$ cat src/design/iowdt_regs.svh
/*
  constants of the i/o port watchdog: port addresses, timebase and reset values.
  assumes a 40 MHz clock and a 16-bit i/o address from the host.
*/
`ifndef IOWDT_REGS_SVH
`define IOWDT_REGS_SVH

// ==========================================================
// port addresses
`define IOWDT_ARM_PORT      16'h0443
`define IOWDT_DISARM_PORT_A 16'h0043
`define IOWDT_DISARM_PORT_B 16'h0843

// ==========================================================
// timing
`define IOWDT_CLOCK_HZ      32'h0262_5A00
`define IOWDT_SECOND_S      32'h0000_0001
`define IOWDT_TICKS_PER_SEC (`IOWDT_CLOCK_HZ * `IOWDT_SECOND_S)

// ==========================================================
// reset values and limits
`define IOWDT_PERIOD_RESET  8'h01
`define IOWDT_PERIOD_MIN    8'h01
`define IOWDT_RST_PULSE     8'h10

`endif

$ cat src/design/iowdt_pkg.sv
/*
  types of the i/o port watchdog.
  assumes iowdt_regs.svh is reachable on the include path.
*/
package iowdt_pkg;
  // watchdog state, one-hot
  typedef enum logic [2:0]
  {
    IOWDT_IDLE  = 3'b001,
    IOWDT_ARMED = 3'b010,
    IOWDT_FIRE  = 3'b100
  } iowdt_state_t;
endpackage : iowdt_pkg

$ cat src/design/iowdt_sec_tick.sv
/*
  seconds timebase: a free counter giving one pulse per second.
  assumes a synchronous active-high restart from the watchdog.
*/
`timescale 1ns/1ps
`include "iowdt_regs.svh"

module iowdt_sec_tick
#(
  parameter int unsigned TICKS = `IOWDT_TICKS_PER_SEC
)
(
  input  wire logic clock,
  input  wire logic srst,
  input  wire logic restart,
  output logic      tick
);
  import iowdt_pkg::*;

  // ==========================================================
  // state
  typedef struct packed
  {
    logic [31:0] cnt;   // cycles into the current second
    logic        tick;  // registered one-cycle tick
  } iowdt_tick_st_t;

  iowdt_tick_st_t s_q;
  iowdt_tick_st_t s_d;

  // next-state: count, wrap and flag the end of each second
  always_comb
  begin
    s_d      = s_q;
    s_d.tick = 1'b0;
    if (restart)
    begin
      s_d.cnt = 32'h0;
    end
    else if (s_q.cnt == TICKS - 1)
    begin
      s_d.cnt  = 32'h0;
      s_d.tick = 1'b1;
    end
    else
    begin
      s_d.cnt = s_q.cnt + 32'h1;
    end
  end

  // registers
  always_ff @(posedge clock)
  begin
    if (srst)
      s_q <= '0;
    else
      s_q <= s_d;
  end

  assign tick = s_q.tick;

  // tick never comes early after restart
  tick_spacing_a : assert property (@(posedge clock) disable iff (srst)
    restart |=> !tick [*2])
    else $error("tick too soon after restart");
endmodule : iowdt_sec_tick

$ cat src/design/iowdt_top.sv
/*
  i/o port watchdog: armed by host reads of the arm port, disarmed by reads
  of either disarm port, counts whole seconds and pulses a system reset.
  assumes host read strobes are one-cycle pulses synchronous to clock.
*/
`timescale 1ns/1ps
`include "iowdt_regs.svh"

module iowdt_top
#(
  parameter int unsigned TICKS_PER_SEC = `IOWDT_TICKS_PER_SEC
)
(
  input  wire logic        clock,
  input  wire logic        srst,
  input  wire logic [15:0] io_addr,
  input  wire logic        io_rd,
  input  wire logic [7:0]  period_sec,
  input  wire logic        timeout_action_strap,
  output logic             sys_reset,
  output logic             armed,
  output logic [7:0]       remaining_sec
);
  import iowdt_pkg::*;

  // ==========================================================
  // state
  typedef struct packed
  {
    iowdt_state_t st;     // control state
    logic [7:0]   left;   // whole seconds remaining
    logic [7:0]   pulse;  // reset pulse cycles remaining
    logic         rst;    // registered reset output
  } iowdt_top_st_t;

  iowdt_top_st_t s_q;
  iowdt_top_st_t s_d;

  logic          arm_rd;     // read of the arm port
  logic          disarm_rd;  // read of either disarm port
  logic          tick;       // one pulse per second
  logic [7:0]    load_val;   // period clamped to at least one second

  // ==========================================================
  // address decode
  assign arm_rd    = io_rd && (io_addr == `IOWDT_ARM_PORT);
  assign disarm_rd = io_rd && ((io_addr == `IOWDT_DISARM_PORT_A) ||
                               (io_addr == `IOWDT_DISARM_PORT_B));
  // zero would mean no period at all, so it counts as one second
  assign load_val  = (period_sec < `IOWDT_PERIOD_MIN) ? `IOWDT_PERIOD_MIN
                                                      : period_sec;

  // ==========================================================
  // seconds timebase, restarted on every arm or retrigger
  iowdt_sec_tick #(.TICKS(TICKS_PER_SEC)) u_tick
  (
    .clock   (clock),
    .srst    (srst),
    .restart (arm_rd),
    .tick    (tick)
  );

  // next-state logic
  always_comb
  begin
    s_d     = s_q;
    s_d.rst = 1'b0;
    unique case (s_q.st)
      IOWDT_IDLE:
      begin
        if (arm_rd && !disarm_rd)
        begin
          s_d.st   = IOWDT_ARMED;
          s_d.left = load_val;
        end
      end
      IOWDT_ARMED:
      begin
        if (disarm_rd)
        begin
          s_d.st   = IOWDT_IDLE;
          s_d.left = 8'h00;
        end
        else if (arm_rd)
        begin
          s_d.left = load_val;
        end
        else if (tick)
        begin
          if (s_q.left == 8'h01)
          begin
            s_d.left = 8'h00;
            // strap high = 2-3 position = reset; low = reserved, no action
            if (timeout_action_strap)
            begin
              s_d.st    = IOWDT_FIRE;
              s_d.pulse = `IOWDT_RST_PULSE;
            end
            else
            begin
              s_d.st = IOWDT_IDLE;
            end
          end
          else
          begin
            s_d.left = s_q.left - 8'h01;
          end
        end
      end
      IOWDT_FIRE:
      begin
        // reset pulse runs to completion, then the watchdog rests disarmed
        s_d.rst   = 1'b1;
        s_d.pulse = s_q.pulse - 8'h01;
        if (s_q.pulse == 8'h01)
          s_d.st = IOWDT_IDLE;
      end
      default:
      begin
        s_d.st = IOWDT_IDLE;
      end
    endcase
  end

  // registers
  always_ff @(posedge clock)
  begin
    if (srst)
    begin
      s_q.st    <= IOWDT_IDLE;
      s_q.left  <= 8'h00;
      s_q.pulse <= 8'h00;
      s_q.rst   <= 1'b0;
    end
    else
    begin
      s_q <= s_d;
    end
  end

  // outputs
  assign sys_reset     = s_q.rst;
  assign armed         = (s_q.st == IOWDT_ARMED);
  assign remaining_sec = s_q.left;

  // ==========================================================
  // checks

  // an accepted arm read leaves the watchdog armed with the new period
  arm_read_a : assert property (@(posedge clock) disable iff (srst)
    (arm_rd && !disarm_rd && s_q.st != IOWDT_FIRE)
      |=> armed && remaining_sec == $past(load_val))
    else $error("arm read did not arm or reload");

  // the watchdog only arms on a read, never by itself
  arm_source_a : assert property (@(posedge clock) disable iff (srst)
    $rose(armed) |-> $past(arm_rd))
    else $error("armed without an arm read");

  // a disarm read stops the count and keeps the reset line low
  disarm_read_a : assert property (@(posedge clock) disable iff (srst)
    (disarm_rd && s_q.st != IOWDT_FIRE) |=> !armed ##1 !sys_reset)
    else $error("disarm read did not stop watchdog");

  // a disarm read also clears the seconds left
  disarm_clear_a : assert property (@(posedge clock) disable iff (srst)
    (disarm_rd && s_q.st != IOWDT_FIRE) |=> remaining_sec == 8'h00)
    else $error("disarm read left seconds behind");

  // a retrigger reloads the full period
  retrigger_reload_a : assert property (@(posedge clock) disable iff (srst)
    (armed && arm_rd && !disarm_rd) |=> remaining_sec == $past(load_val))
    else $error("retrigger did not reload");

  // the last second running out with the reset strap gives a reset
  expiry_reset_a : assert property (@(posedge clock) disable iff (srst)
    (armed && tick && remaining_sec == 8'h01 && !io_rd && timeout_action_strap)
      |=> ##1 sys_reset [*8])
    else $error("expiry did not assert reset");

  // the reset pulse is still high after its last count and then drops
  reset_end_a : assert property (@(posedge clock) disable iff (srst)
    (s_q.st == IOWDT_FIRE && s_q.pulse == 8'h01) |=> sys_reset ##1 !sys_reset)
    else $error("reset pulse did not end");

  // host reads while in the firing state are refused
  fire_refuse_a : assert property (@(posedge clock) disable iff (srst)
    (s_q.st == IOWDT_FIRE && io_rd) |=> !armed)
    else $error("read accepted during reset pulse");

  // the reserved strap position disarms quietly on expiry
  strap_reserved_a : assert property (@(posedge clock) disable iff (srst)
    (armed && tick && remaining_sec == 8'h01 && !io_rd && !timeout_action_strap)
      |=> !armed ##1 !sys_reset)
    else $error("reserved strap gave a reset");

  // a reset pulse only ever starts from the firing state
  reset_cause_a : assert property (@(posedge clock) disable iff (srst)
    $rose(sys_reset) |-> $past(s_q.st) == IOWDT_FIRE)
    else $error("reset pulse without expiry");

  // an armed watchdog always has at least one second left
  period_range_a : assert property (@(posedge clock) disable iff (srst)
    armed |-> remaining_sec != 8'h00)
    else $error("armed with zero seconds");

  // a zero period loads as one second
  zero_clamp_a : assert property (@(posedge clock) disable iff (srst)
    (arm_rd && !disarm_rd && s_q.st != IOWDT_FIRE && period_sec == 8'h00)
      |=> remaining_sec == 8'h01)
    else $error("zero period not clamped");

  // a watchdog in the idle state never drives the reset line in the next cycle
  idle_quiet_a : assert property (@(posedge clock) disable iff (srst)
    (s_q.st == IOWDT_IDLE) |=> !sys_reset)
    else $error("reset while disarmed");

  // each second tick takes one off the count
  count_step_a : assert property (@(posedge clock) disable iff (srst)
    (armed && tick && !io_rd && remaining_sec > 8'h01)
      |=> remaining_sec == $past(remaining_sec) - 8'h01)
    else $error("seconds count did not step");
endmodule : iowdt_top

$ cat config.mk
export PLATFORM = sky130hd
export DESIGN_NAME = iowdt_top
export DESIGN_NICKNAME = d
export VERILOG_FILES = /design/src/design/iowdt_pkg.sv /design/src/design/iowdt_sec_tick.sv /design/src/design/iowdt_top.sv
export VERILOG_INCLUDE_DIRS = /design/src /design/src/design
export SDC_FILE = /design/constraint.sdc
export NUM_CORES = 1
export LEC_CHECK = 0
export ABC_AREA = 1
export BUFFER_PORTS_ARGS = -buffer_cell sky130_fd_sc_hd__buf_2
export CAP_MARGIN = 20
export CORE_MARGIN = 4
export CORE_UTILIZATION = 55
export DETAILED_ROUTE_END_ITERATION = 7
export PLACE_DENSITY = 0.75
export SLEW_MARGIN = 40
export SYNTH_ARGS = -nofsm -noshare
export SYNTH_HDL_FRONTEND = slang
export SYNTH_SLANG_ARGS = --single-unit
$ cat constraint.sdc
create_clock -name clock -period 2.3 [get_ports clock]
set_input_delay 0.575 -clock clock [delete_from_list [all_inputs] [get_ports clock]]
set_output_delay 0.575 -clock clock [all_outputs]
set_load 0.01 [all_outputs]
-- After elaboration in Yosys (flattened, before gate mapping)
Index checks and enable logic that the tools add are counted.
- memory bits (read-only): 0
- memories: 0
- latch bits: 0
- bits in registers: 53
- memory bits (writable): 0
- $lt $le $gt $ge: 1
- divide/modulo/power cells: 0
- multiply operators: 0
- mux-type cells: 19
- reductions and logical operators: 12
- bitwise operators: 0
- shifts and indexed selects: 0
- $add $sub $neg: 3
- equal/unequal tests: 20
- operators by type and width (cell ; count):
    $mux W8 ; 7
    $add A32 B1 Y32 const B ; 1
    $eq A32 B26 Y1 const B ; 1
    $pmux W8 S2 ; 2
    $mux W11 ; 2
    $mux W19 ; 1
    $eq A16 B11 Y1 const B ; 1
    $eq A16 B12 Y1 const B ; 1
    $eq A16 B7 Y1 const B ; 1
    $eq A8 B1 Y1 const B ; 2
    $sub A8 B1 Y8 const B ; 2
    $mux W3 ; 4
    $ne A2 B2 Y1 const B ; 5
    $pmux W3 S3 ; 1
    $lt A8 B1 Y1 const B ; 1
    $ne A3 B1 Y1 const B ; 2
    $reduce_and A6 Y1 ; 1
    $reduce_and A5 Y1 ; 1
    $ne A2 B1 Y1 const B ; 2
    $ne A4 B1 Y1 const B ; 1
    $reduce_bool A2 Y1 ; 2
    $eq A3 B1 Y1 const B ; 1
    $eq A3 B2 Y1 const B ; 1
    $eq A3 B3 Y1 const B ; 1
    8 further kinds ; 11

-- Depth between registers and ports, before layout
Gate-level depths: netlist of the first run.
- word-level depth: 7
- depth in mapped cells: 11
- mapped depth without buffers: 11

-- Hierarchy
A second synthesis of the first run with hierarchy kept.
- cells, all modules: 552
- area total of the unflattened synthesis: 3513.4 µm²
- by module, submodules not included (module ; cells an instance ; seq. area each (µm²) ; area each (µm²) ; times used):
    iowdt_sec_tick ; 302 ; 660.6 ; 1913.1 ; 1
    iowdt_top ; 250 ; 400.4 ; 1600.3 ; 1

-- Worst setup path after synthesis of the first run
Ideal clock, no wire load.
- path kind: input to register
- start point: in io_addr[8]
- end point: reg s_q (netlist bit remaining_sec[0])
- required time: 2.187 ns
- slack: 0.685 ns
- stages: 9
- data arrival time: 1.502 ns
- path through: inv_1 > nand3_1 > nor2_1 > nand3_2 > nand2_2 > nand3_4 > buf_6 > nor2_1 > nor2_1
- longest elaborated chain between the ends: 7
- elaborated cells on any way between the ends: 14
- those cells by class: 5 x eq/ne; 3 x mux; 6 x reduce/logical
- RTL lines (item ; line ; text):
    start, declared ; iowdt_top.sv:16 ; input wire logic [15:0] io_addr,
    $eq A16 B7 Y1 (no line) or $eq A16 B12 Y1 (tied branches) ; -- ;
    $logic_or A1 B1 Y1 ; iowdt_top.sv:47 ; assign disarm_rd = io_rd && ((io_addr == `IOWDT_DISARM_PORT_A) ||
    $logic_and A1 B1 Y1 ; iowdt_top.sv:47 ;
    $logic_not A1 Y1 ; iowdt_top.sv:71 ; if (arm_rd && !disarm_rd)
    $logic_and A1 B1 Y1 ; iowdt_top.sv:71 ;
    $ne A2 B2 Y1 (no line) ; -- ;
    $reduce_and A3 Y1 (no line) ; -- ;
    end, declared ; iowdt_top.sv:36 ; iowdt_top_st_t s_q;
Several ways; a longest one is shown, not always the timed one.
A chain may end at the register's enable or synchronous reset.

-- Worst setup path after layout of the first run
- start point: reg u_tick.s_q[1] (netlist bit)
- end point: reg u_tick.s_q[31] (netlist bit)
- longest elaborated chain between the ends: 2
- elaborated cells on any way between the ends: 3
- those cells by class: 1 x add/sub; 1 x eq/ne; 1 x reduce/logical
- RTL lines (item ; line ; text):
    start, declared ; iowdt_sec_tick.sv:28 ; iowdt_tick_st_t s_q;
    start signal, assigned ; iowdt_sec_tick.sv:55 ; s_q <= '0;
    start signal, assigned ; iowdt_sec_tick.sv:57 ; s_q <= s_d;
    branches (longest 2 deep; another with $add A32 B1 Y32) ; -- ;
Parallel ways; which one is timed is not known.

==> results.cfg, run 1 <==
[grt]
grt_pass1_vias = 3212
grt_overflow = 0
most_congested_layer_reported_by_global_routing = met2
grt_first_pass_wirelength_microns = 13700
grtUsageMet2 = 0.390
global_route.usage.total = 0.218
met1_usage = 0.254
grt_antenna_before_repair = 0
grt_start_max_net_pins = 19
globalRouteMet3Util = 0.0320

[timing]
period_minus_slack_ns = 1.89
grt_setup_unrepaired = no
drv_slew = 0
maxSlewHeadroom = 0.594
max_clock_freq_mhz = 529
final_setup_skew_ns = 0.00735
timing_worst_slew_pin_value_ns = 0.602
final.period_utilization = 0.822
final_setup_violating_endpoints = 0
count_of_endpoints_failing_hold_in_the_final_timing_report = 0
setup_tns_ns = 0
hold_slack_ns = 0.475

[route]
wire_per_inst_microns = 12.1
detailroute.via_count = 3374
remaining_design_rule_violation_count = 0
detail_route.first_pass.iterations = 5
drt-vias-per-instance = 5.17
totalWireLength_microns = 7880
drt.antenna.violating_nets = 0
drtIter0Drc = 150

[place]
routabilityCongestion = 0.910
dp_hpwl_microns = 6100
port-buffer-count = 37

[yosys]
fraction_of_post_synthesis_cell_area_in_the_top_cell_type_by_area = 0.303
synth-main-ff-cell = sky130_fd_sc_hd__dfxtp_1
synth_seq_cells = 53
share_of_synthesized_registers_carrying_an_async_set_or_reset = 0
synth.area.top_cells = sky130_fd_sc_hd__dfxtp_1 30%, sky130_fd_sc_hd__nand2_1 15%, sky130_fd_sc_hd__nor2_1 9.4%, sky130_fd_sc_hd__inv_1 8.6%, sky130_fd_sc_hd__xor2_1 6.8%
yosys.cell_types.count = 32
yosys_warnings = 0
post_synth_instance_area_sq_um = 3500
yosysSeqAreaShare = 0.303
synth-edff-count = 0
synth_fp_nets = 580
synth_largest_area_cell = sky130_fd_sc_hd__dfxtp_1
postSynthAreaPerCell_sq_um = 6.40
synth_cells = 547

[power]
combinational_share_of_power = 0.328
switchingPower_uw = 895
leakagePower_nw = 1.71
pwr-share-clk = 0.244
netSwitchingFraction = 0.356
max-vdd-ir-drop_mv = 0.500
power_density_nw_per_um2 = 665
pwr-share-seq = 0.428
p_int_mw = 1.62

[clock_tree]
cts.clk_slew.worst_paths_ns = 0.09
cts-buffers-inserted = 5
clock_latency_ns = 0.30
clock_tree_sinks = 53
post_cts.resized_instances = 0
post-cts-setup-buffers = 0
tritoncts = yes
htreeDepth = 2
cts-root-to-sink-buffers = 2
holdBufCountCts = 0
clock_tree.root_cell = sky130_fd_sc_hd__clkbuf_8

[die]
row_count = 28
total_die_area_sq_um = 7710
chipHeight_microns = 87.8
num_io_pins = 38
chipWidth_microns = 87.8
start_util = 0.578
core-area_sq_um = 6060

[layout]
mostFrequentLayoutCell = sky130_fd_sc_hd__nand2_1
commonest_non_fill_non_tap_cells_in_the_layout = 142 x sky130_fd_sc_hd__nand2_1, 88 x sky130_fd_sc_hd__nor2_1, 80 x sky130_fd_sc_hd__inv_1
finish.net_count = 610
layout-area-overhead-vs-synth_pct = 7.79
final.fill_count = 587
drive_gt1_frac = 0.151
antennaDiodeCount = 0

[critical_path]
worstSetupPathDepth = 9
timing.critical_path.slowest_cell_delay_ns = 0.38
r2r_slack_ns = 0.41
r2r_start = u_tick.s_q[1]
critPathLaunchType = flop
r2r_cells = 9
cp-end-kind = flop
capture_point_of_the_worst_reg_to_reg_path = u_tick.s_q[31]
timing.critical_path.slowest_stage_cell = sky130_fd_sc_hd__dfxtp_1
count_of_buffering_cells_on_the_critical_path_with_inverters_included = 2
critical_path_required_ns = 2.56
timing.critical_path.cells = ha_1, nand3_2, nor2_1, inv_1, nor2_1, nand2_1, xnor2_1, nand2_1, inv_1
critPathMaxFanout = 5
cp-endpoint = u_tick.s_q[31]
critPathArrivalTime_ns = 2.15
worst_setup_path_startpoint = u_tick.s_q[1]
critPathTopFamily = simple AND/OR/NAND/NOR gates
crit_type = reg -> reg

[run_status]
status = finished, final reports clean

[job]
max-cap-violations = 0

[worst_hold_path]
timing.hold.worst.class = reg -> reg
worst_hold_startpoint = u_tick.s_q[1]
==> flip-flops by register name (all words and copies together) (netlist names) <==
register / count
remaining_sec: 8
sys_reset: 1
s_q: 11
u_tick.tick: 1
u_tick.s_q: 32
==> metal layers <==
metal	routed length (microns)	vias to the layer above
met5	0	-
met4	256	0
li1	-	1743
met3	555	23
met1	3350	1484
met2	3720	124
==> per-stage QoR <==
step	power, mW	cell area (sq um)	std cells	setup slack, ns	utilization
6_report	2.51	3770	652	0.409	0.623
3_5_place_dp	1.91	3670	645	0.336	0.606
4_1_cts	2.53	3770	652	0.438	0.623
5_1_grt	2.70	3770	652	0.304	0.623
3_3_place_gp	1.88	3670	645	0.402	0.606
2_1_floorplan	1.79	3500	547	0.685	-
==> Yosys cell counts (6+ instances only) <==
cell type and instances:
sky130_fd_sc_hd__inv_1 80, sky130_fd_sc_hd__nor2_2 15, sky130_fd_sc_hd__nor2_1 88, sky130_fd_sc_hd__buf_4 8, sky130_fd_sc_hd__nand3_2 7, sky130_fd_sc_hd__nand3_1 30, sky130_fd_sc_hd__nand2_1 142, sky130_fd_sc_hd__nand4_1 19
sky130_fd_sc_hd__o21ai_0 6, sky130_fd_sc_hd__nor3_1 19, sky130_fd_sc_hd__xor2_1 27, sky130_fd_sc_hd__a21oi_1 11, sky130_fd_sc_hd__dfxtp_1 53
==> cell families after synthesis <==
| family | Yosys count | share of synthesized area |
|---|---|---|
| DFF | 53 | 0.303 |
| AOI/OAI and AO/OA | 20 | 0.0314 |
| buffers and inverters | 100 | 0.125 |
| and+or+nand+nor | 337 | 0.443 |
| adders and majority gates | 5 | 0.0179 |
| xor gates and xnor gates | 32 | 0.0800 |
==> layout make-up <==
type | instances | area [sq um] | area share
Tap cell | 75 | 93.8 | 0.0249
Clock inverter | 2 | 35.0 | 0.00928
Multi-Input combinational cell | 394 | 2000 | 0.531
Clock buffer | 5 | 68.8 | 0.0182
Sequential cell | 53 | 1060 | 0.281
Inverter | 86 | 328 | 0.0868
Timing Repair Buffer | 37 | 185 | 0.0491
==> power by group through the flow <==
stage	sequential [mW]	clock, mW	combinational [mW]
3_5_place_dp	1.09	0	0.819
5_1_grt	1.09	0.665	0.951
2_1_floorplan	1.08	0	0.718
4_1_cts	1.07	0.634	0.827
6_report	1.07	0.612	0.824
3_3_place_gp	1.09	0	0.792
==> how the worst min path moves through the flow <==
stage                          endpoint  slack (ns)  cells past startpoint
after floorplan           u_tick.s_q[1]        0.43                      1
after global placement    u_tick.s_q[1]        0.44                      1
after detailed placement  u_tick.s_q[1]        0.45                      1
after CTS                 u_tick.s_q[1]        0.48                      1
after global routing      u_tick.s_q[1]        0.50                      1
final                     u_tick.s_q[1]        0.47                      1
Power figures use the tool's default switching activity.
==> inputs of run 2 (changes only) <==
--- a/config.mk
+++ b/config.mk
@@ -6,13 +6,13 @@
 export SDC_FILE = /design/constraint.sdc
 export NUM_CORES = 1
 export LEC_CHECK = 0
-export ABC_AREA = 1
+export ABC_AREA = 0
 export BUFFER_PORTS_ARGS = -buffer_cell sky130_fd_sc_hd__buf_2
 export CAP_MARGIN = 20
 export CORE_MARGIN = 4
-export CORE_UTILIZATION = 55
+export CORE_UTILIZATION = 52
 export DETAILED_ROUTE_END_ITERATION = 7
-export PLACE_DENSITY = 0.75
+export PLACE_DENSITY = 0.76
 export SLEW_MARGIN = 40
 export SYNTH_ARGS = -nofsm -noshare
 export SYNTH_HDL_FRONTEND = slang
==> constraint.sdc (replaced) <==
create_clock -name clock -period 1.6 [get_ports clock]
set_input_delay 0.4 -clock clock [delete_from_list [all_inputs] [get_ports clock]]
set_output_delay 0.4 -clock clock [all_outputs]
set_load 0.01 [all_outputs]
==> results.cfg, run 2 <==
[run_status]
status = complete, but fails checks
failed_checks = negative setup slack

[clock_tree]
clock_latency_ns = 0.33
htreeDepth = 2
tritoncts = yes
cts-root-to-sink-buffers = 2
clock_tree.root_cell = sky130_fd_sc_hd__clkbuf_8
holdBufCountCts = 0
cts.clk_slew.worst_paths_ns = 0.11
clock_tree_sinks = 53
cts-buffers-inserted = 5

[critical_path]
critPathTopFamily = simple AND/OR/NAND/NOR gates
crit_type = reg -> reg
timing.critical_path.cells = inv_2, ha_4, nor4b_4, nand3_2, o21bai_4, a22o_4, or3_4, a21oi_2
r2r_cells = 8
critPathLaunchType = flop
cp-end-kind = flop
critPathMaxFanout = 5
timing.critical_path.slowest_cell_delay_ns = 0.34
count_of_buffering_cells_on_the_critical_path_with_inverters_included = 1
r2r_slack_ns = -0.31
capture_point_of_the_worst_reg_to_reg_path = s_q[5]
r2r_start = remaining_sec[1]
critical_path_required_ns = 1.85
timing.critical_path.slowest_stage_cell = sky130_fd_sc_hd__dfxtp_2
critPathArrivalTime_ns = 2.17

[route]
totalWireLength_microns = 10400
detail_route.first_pass.iterations = 4
detailroute.via_count = 3208
drt-vias-per-instance = 6.08
drt.antenna.violating_nets = 0
wire_per_inst_microns = 19.8
remaining_design_rule_violation_count = 0
drtIter0Drc = 209

[power]
max-vdd-ir-drop_mv = 0.621
leakagePower_nw = 1.73
fin_total_pwr_mw = 2.44
power_density_nw_per_um2 = 553

[die]
chipHeight_microns = 81.8
total_die_area_sq_um = 6690
core-area_sq_um = 5200
row_count = 26
chipWidth_microns = 81.8
num_io_pins = 38
start_util = 0.544

[yosys]
share_of_synthesized_registers_carrying_an_async_set_or_reset = 0
yosys.cell_types.count = 53
post-synth-top-count-cell = sky130_fd_sc_hd__nor2_1
fraction_of_post_synthesis_cell_area_in_the_top_cell_type_by_area = 0.375
yosysSeqAreaShare = 0.375
synth_fp_nets = 372
post_synth_instance_area_sq_um = 2830
synth_largest_area_cell = sky130_fd_sc_hd__dfxtp_1
synth-main-ff-cell = sky130_fd_sc_hd__dfxtp_1
synth_commonest_cells = 57 x sky130_fd_sc_hd__nor2_1, 53 x sky130_fd_sc_hd__dfxtp_1, 29 x sky130_fd_sc_hd__nand2_1
postSynthAreaPerCell_sq_um = 8.36
synth.area.top_cells = sky130_fd_sc_hd__dfxtp_1 37%, sky130_fd_sc_hd__nor2_1 7.6%, sky130_fd_sc_hd__xor2_1 6.8%, sky130_fd_sc_hd__nand2_1 3.8%, sky130_fd_sc_hd__a21oi_1 3.5%
synth_cells = 339
synth-edff-count = 0
yosys_warnings = 0
synth_seq_cells = 53

[timing]
final.period_utilization = 1.20
setup_tns_ns = -6.92
hold_slack_ns = 0.456
final_setup_skew_ns = 0.0219
max_clock_freq_mhz = 523
timing_worst_slew_pin_value_ns = 0.618
final_setup_violating_endpoints = 51
count_of_endpoints_failing_hold_in_the_final_timing_report = 0
drv_slew = 0
period_minus_slack_ns = 1.91
post-route-worst-setup-slack_ns = -0.314
grt_setup_unrepaired = yes
maxSlewHeadroom = 0.588

[layout]
mostFrequentLayoutCell = sky130_fd_sc_hd__buf_4
regMostFlops = u_tick.s_q
flip_flop_count_of_the_largest_register_all_copies_and_words_added = 32
commonest_non_fill_non_tap_cells_in_the_layout = 76 x sky130_fd_sc_hd__buf_4, 41 x sky130_fd_sc_hd__dfxtp_1, 36 x sky130_fd_sc_hd__buf_2
fin_cells = 528
fin_util = 0.847
final.fill_count = 264
finish.net_count = 491
antennaDiodeCount = 0
layout-area-overhead-vs-synth_pct = 55.7
drive_gt1_frac = 0.524

[grt]
global_route.usage.total = 0.253
grt_overflow = 0
grt_start_max_net_pins = 22
grt_pass1_vias = 2885
grt_first_pass_wirelength_microns = 13200
grt_antenna_before_repair = 0

[worst_hold_path]
min_delay_worst_endpoint = remaining_sec[3]
worst_hold_startpoint = period_sec[3]
min_delay_path_depth = 4
timing.hold.worst.class = in -> reg

[job]
max-cap-violations = 0

[place]
routabilityCongestion = 0.860
dp_hpwl_microns = 5040
place.detailed.instances = 497
port-buffer-count = 37
-- run 2: cell type report --
type | count | area [sq um] | area share
Clock buffer | 6 | 93.8 | 0.0213
Timing Repair Buffer | 129 | 995 | 0.226
Sequential cell | 53 | 1080 | 0.245
Inverter | 8 | 30.0 | 0.00681
Tap cell | 70 | 87.6 | 0.0199
Clock inverter | 1 | 5.00 | 0.00114
Multi-Input combinational cell | 261 | 2120 | 0.481
-- run 2: repair_timing --
item                       in CTS  in global routing
setup buffers                  13                 12
setup endpoints to repair      49                 52
gates cloned                    2                  2
pin swaps                      23                 52
gates resized for setup        49                 89
-- run 2: how the worst max path moves through the flow --
stage	from	endpoint	slack (ns)	depth (start not counted)
finish	remaining_sec[1]	s_q[5]	-0.31	8
CTS	remaining_sec[1]	s_q[5]	-0.26	8
global placement	io_addr[7]	remaining_sec[1]	-0.26	7
floorplan	remaining_sec[1]	s_q[5]	-0.14	8
detailed placement	io_addr[7]	remaining_sec[1]	-0.32	7
global route	remaining_sec[1]	s_q[5]	-0.40	8
-- run 2: cells by family (layout without fill, tap and decap cells) --
| group | Yosys count | count (layout) | synth area share |
|---|---|---|---|
| simple gates | 169 | 169 | 0.329 |
| buf+inv | 25 | 144 | 0.0468 |
| flops | 53 | 53 | 0.375 |
| fa+ha+maj | 5 | 5 | 0.0221 |
| xor+xnor | 30 | 30 | 0.0928 |
| compound gates | 57 | 57 | 0.135 |
-- run 2: per-stage QoR --
step,instance area (sq um),worst slack [ns]
3_5_place_dp,3560,-0.319
2_1_floorplan,2860,-0.145
3_3_place_gp,3560,-0.256
5_1_grt,4410,-0.397
6_report,4410,-0.314
4_1_cts,3940,-0.260
-- run 2: metal layers --
layer | part of all wire | vias to the layer above | track usage
met5 | 0 | - | 0
met4 | 0.049 | 0 | 0.0864
met3 | 0.069 | 57 | 0.0417
met2 | 0.48 | 190 | 0.449
met1 | 0.40 | 1540 | 0.307
li1 | - | 1421 | -
-- run 2: worst register-to-register path, cell delays in order, from the launching register on --
cell                       delay, ns
sky130_fd_sc_hd__dfxtp_2        0.34
sky130_fd_sc_hd__inv_2          0.07
sky130_fd_sc_hd__ha_4           0.13
sky130_fd_sc_hd__nor4b_4        0.30
sky130_fd_sc_hd__nand3_2        0.12
sky130_fd_sc_hd__o21bai_4       0.19
sky130_fd_sc_hd__a22o_4         0.24
sky130_fd_sc_hd__or3_4          0.33
sky130_fd_sc_hd__a21oi_2        0.11
-- run 2: where the power goes --
part,switching (mW),internal [mW],leakage [nW]
Clock,0.462,0.393,0.0522
Sequential,0.0102,1.33,0.432
Combinational,0.130,0.114,1.25
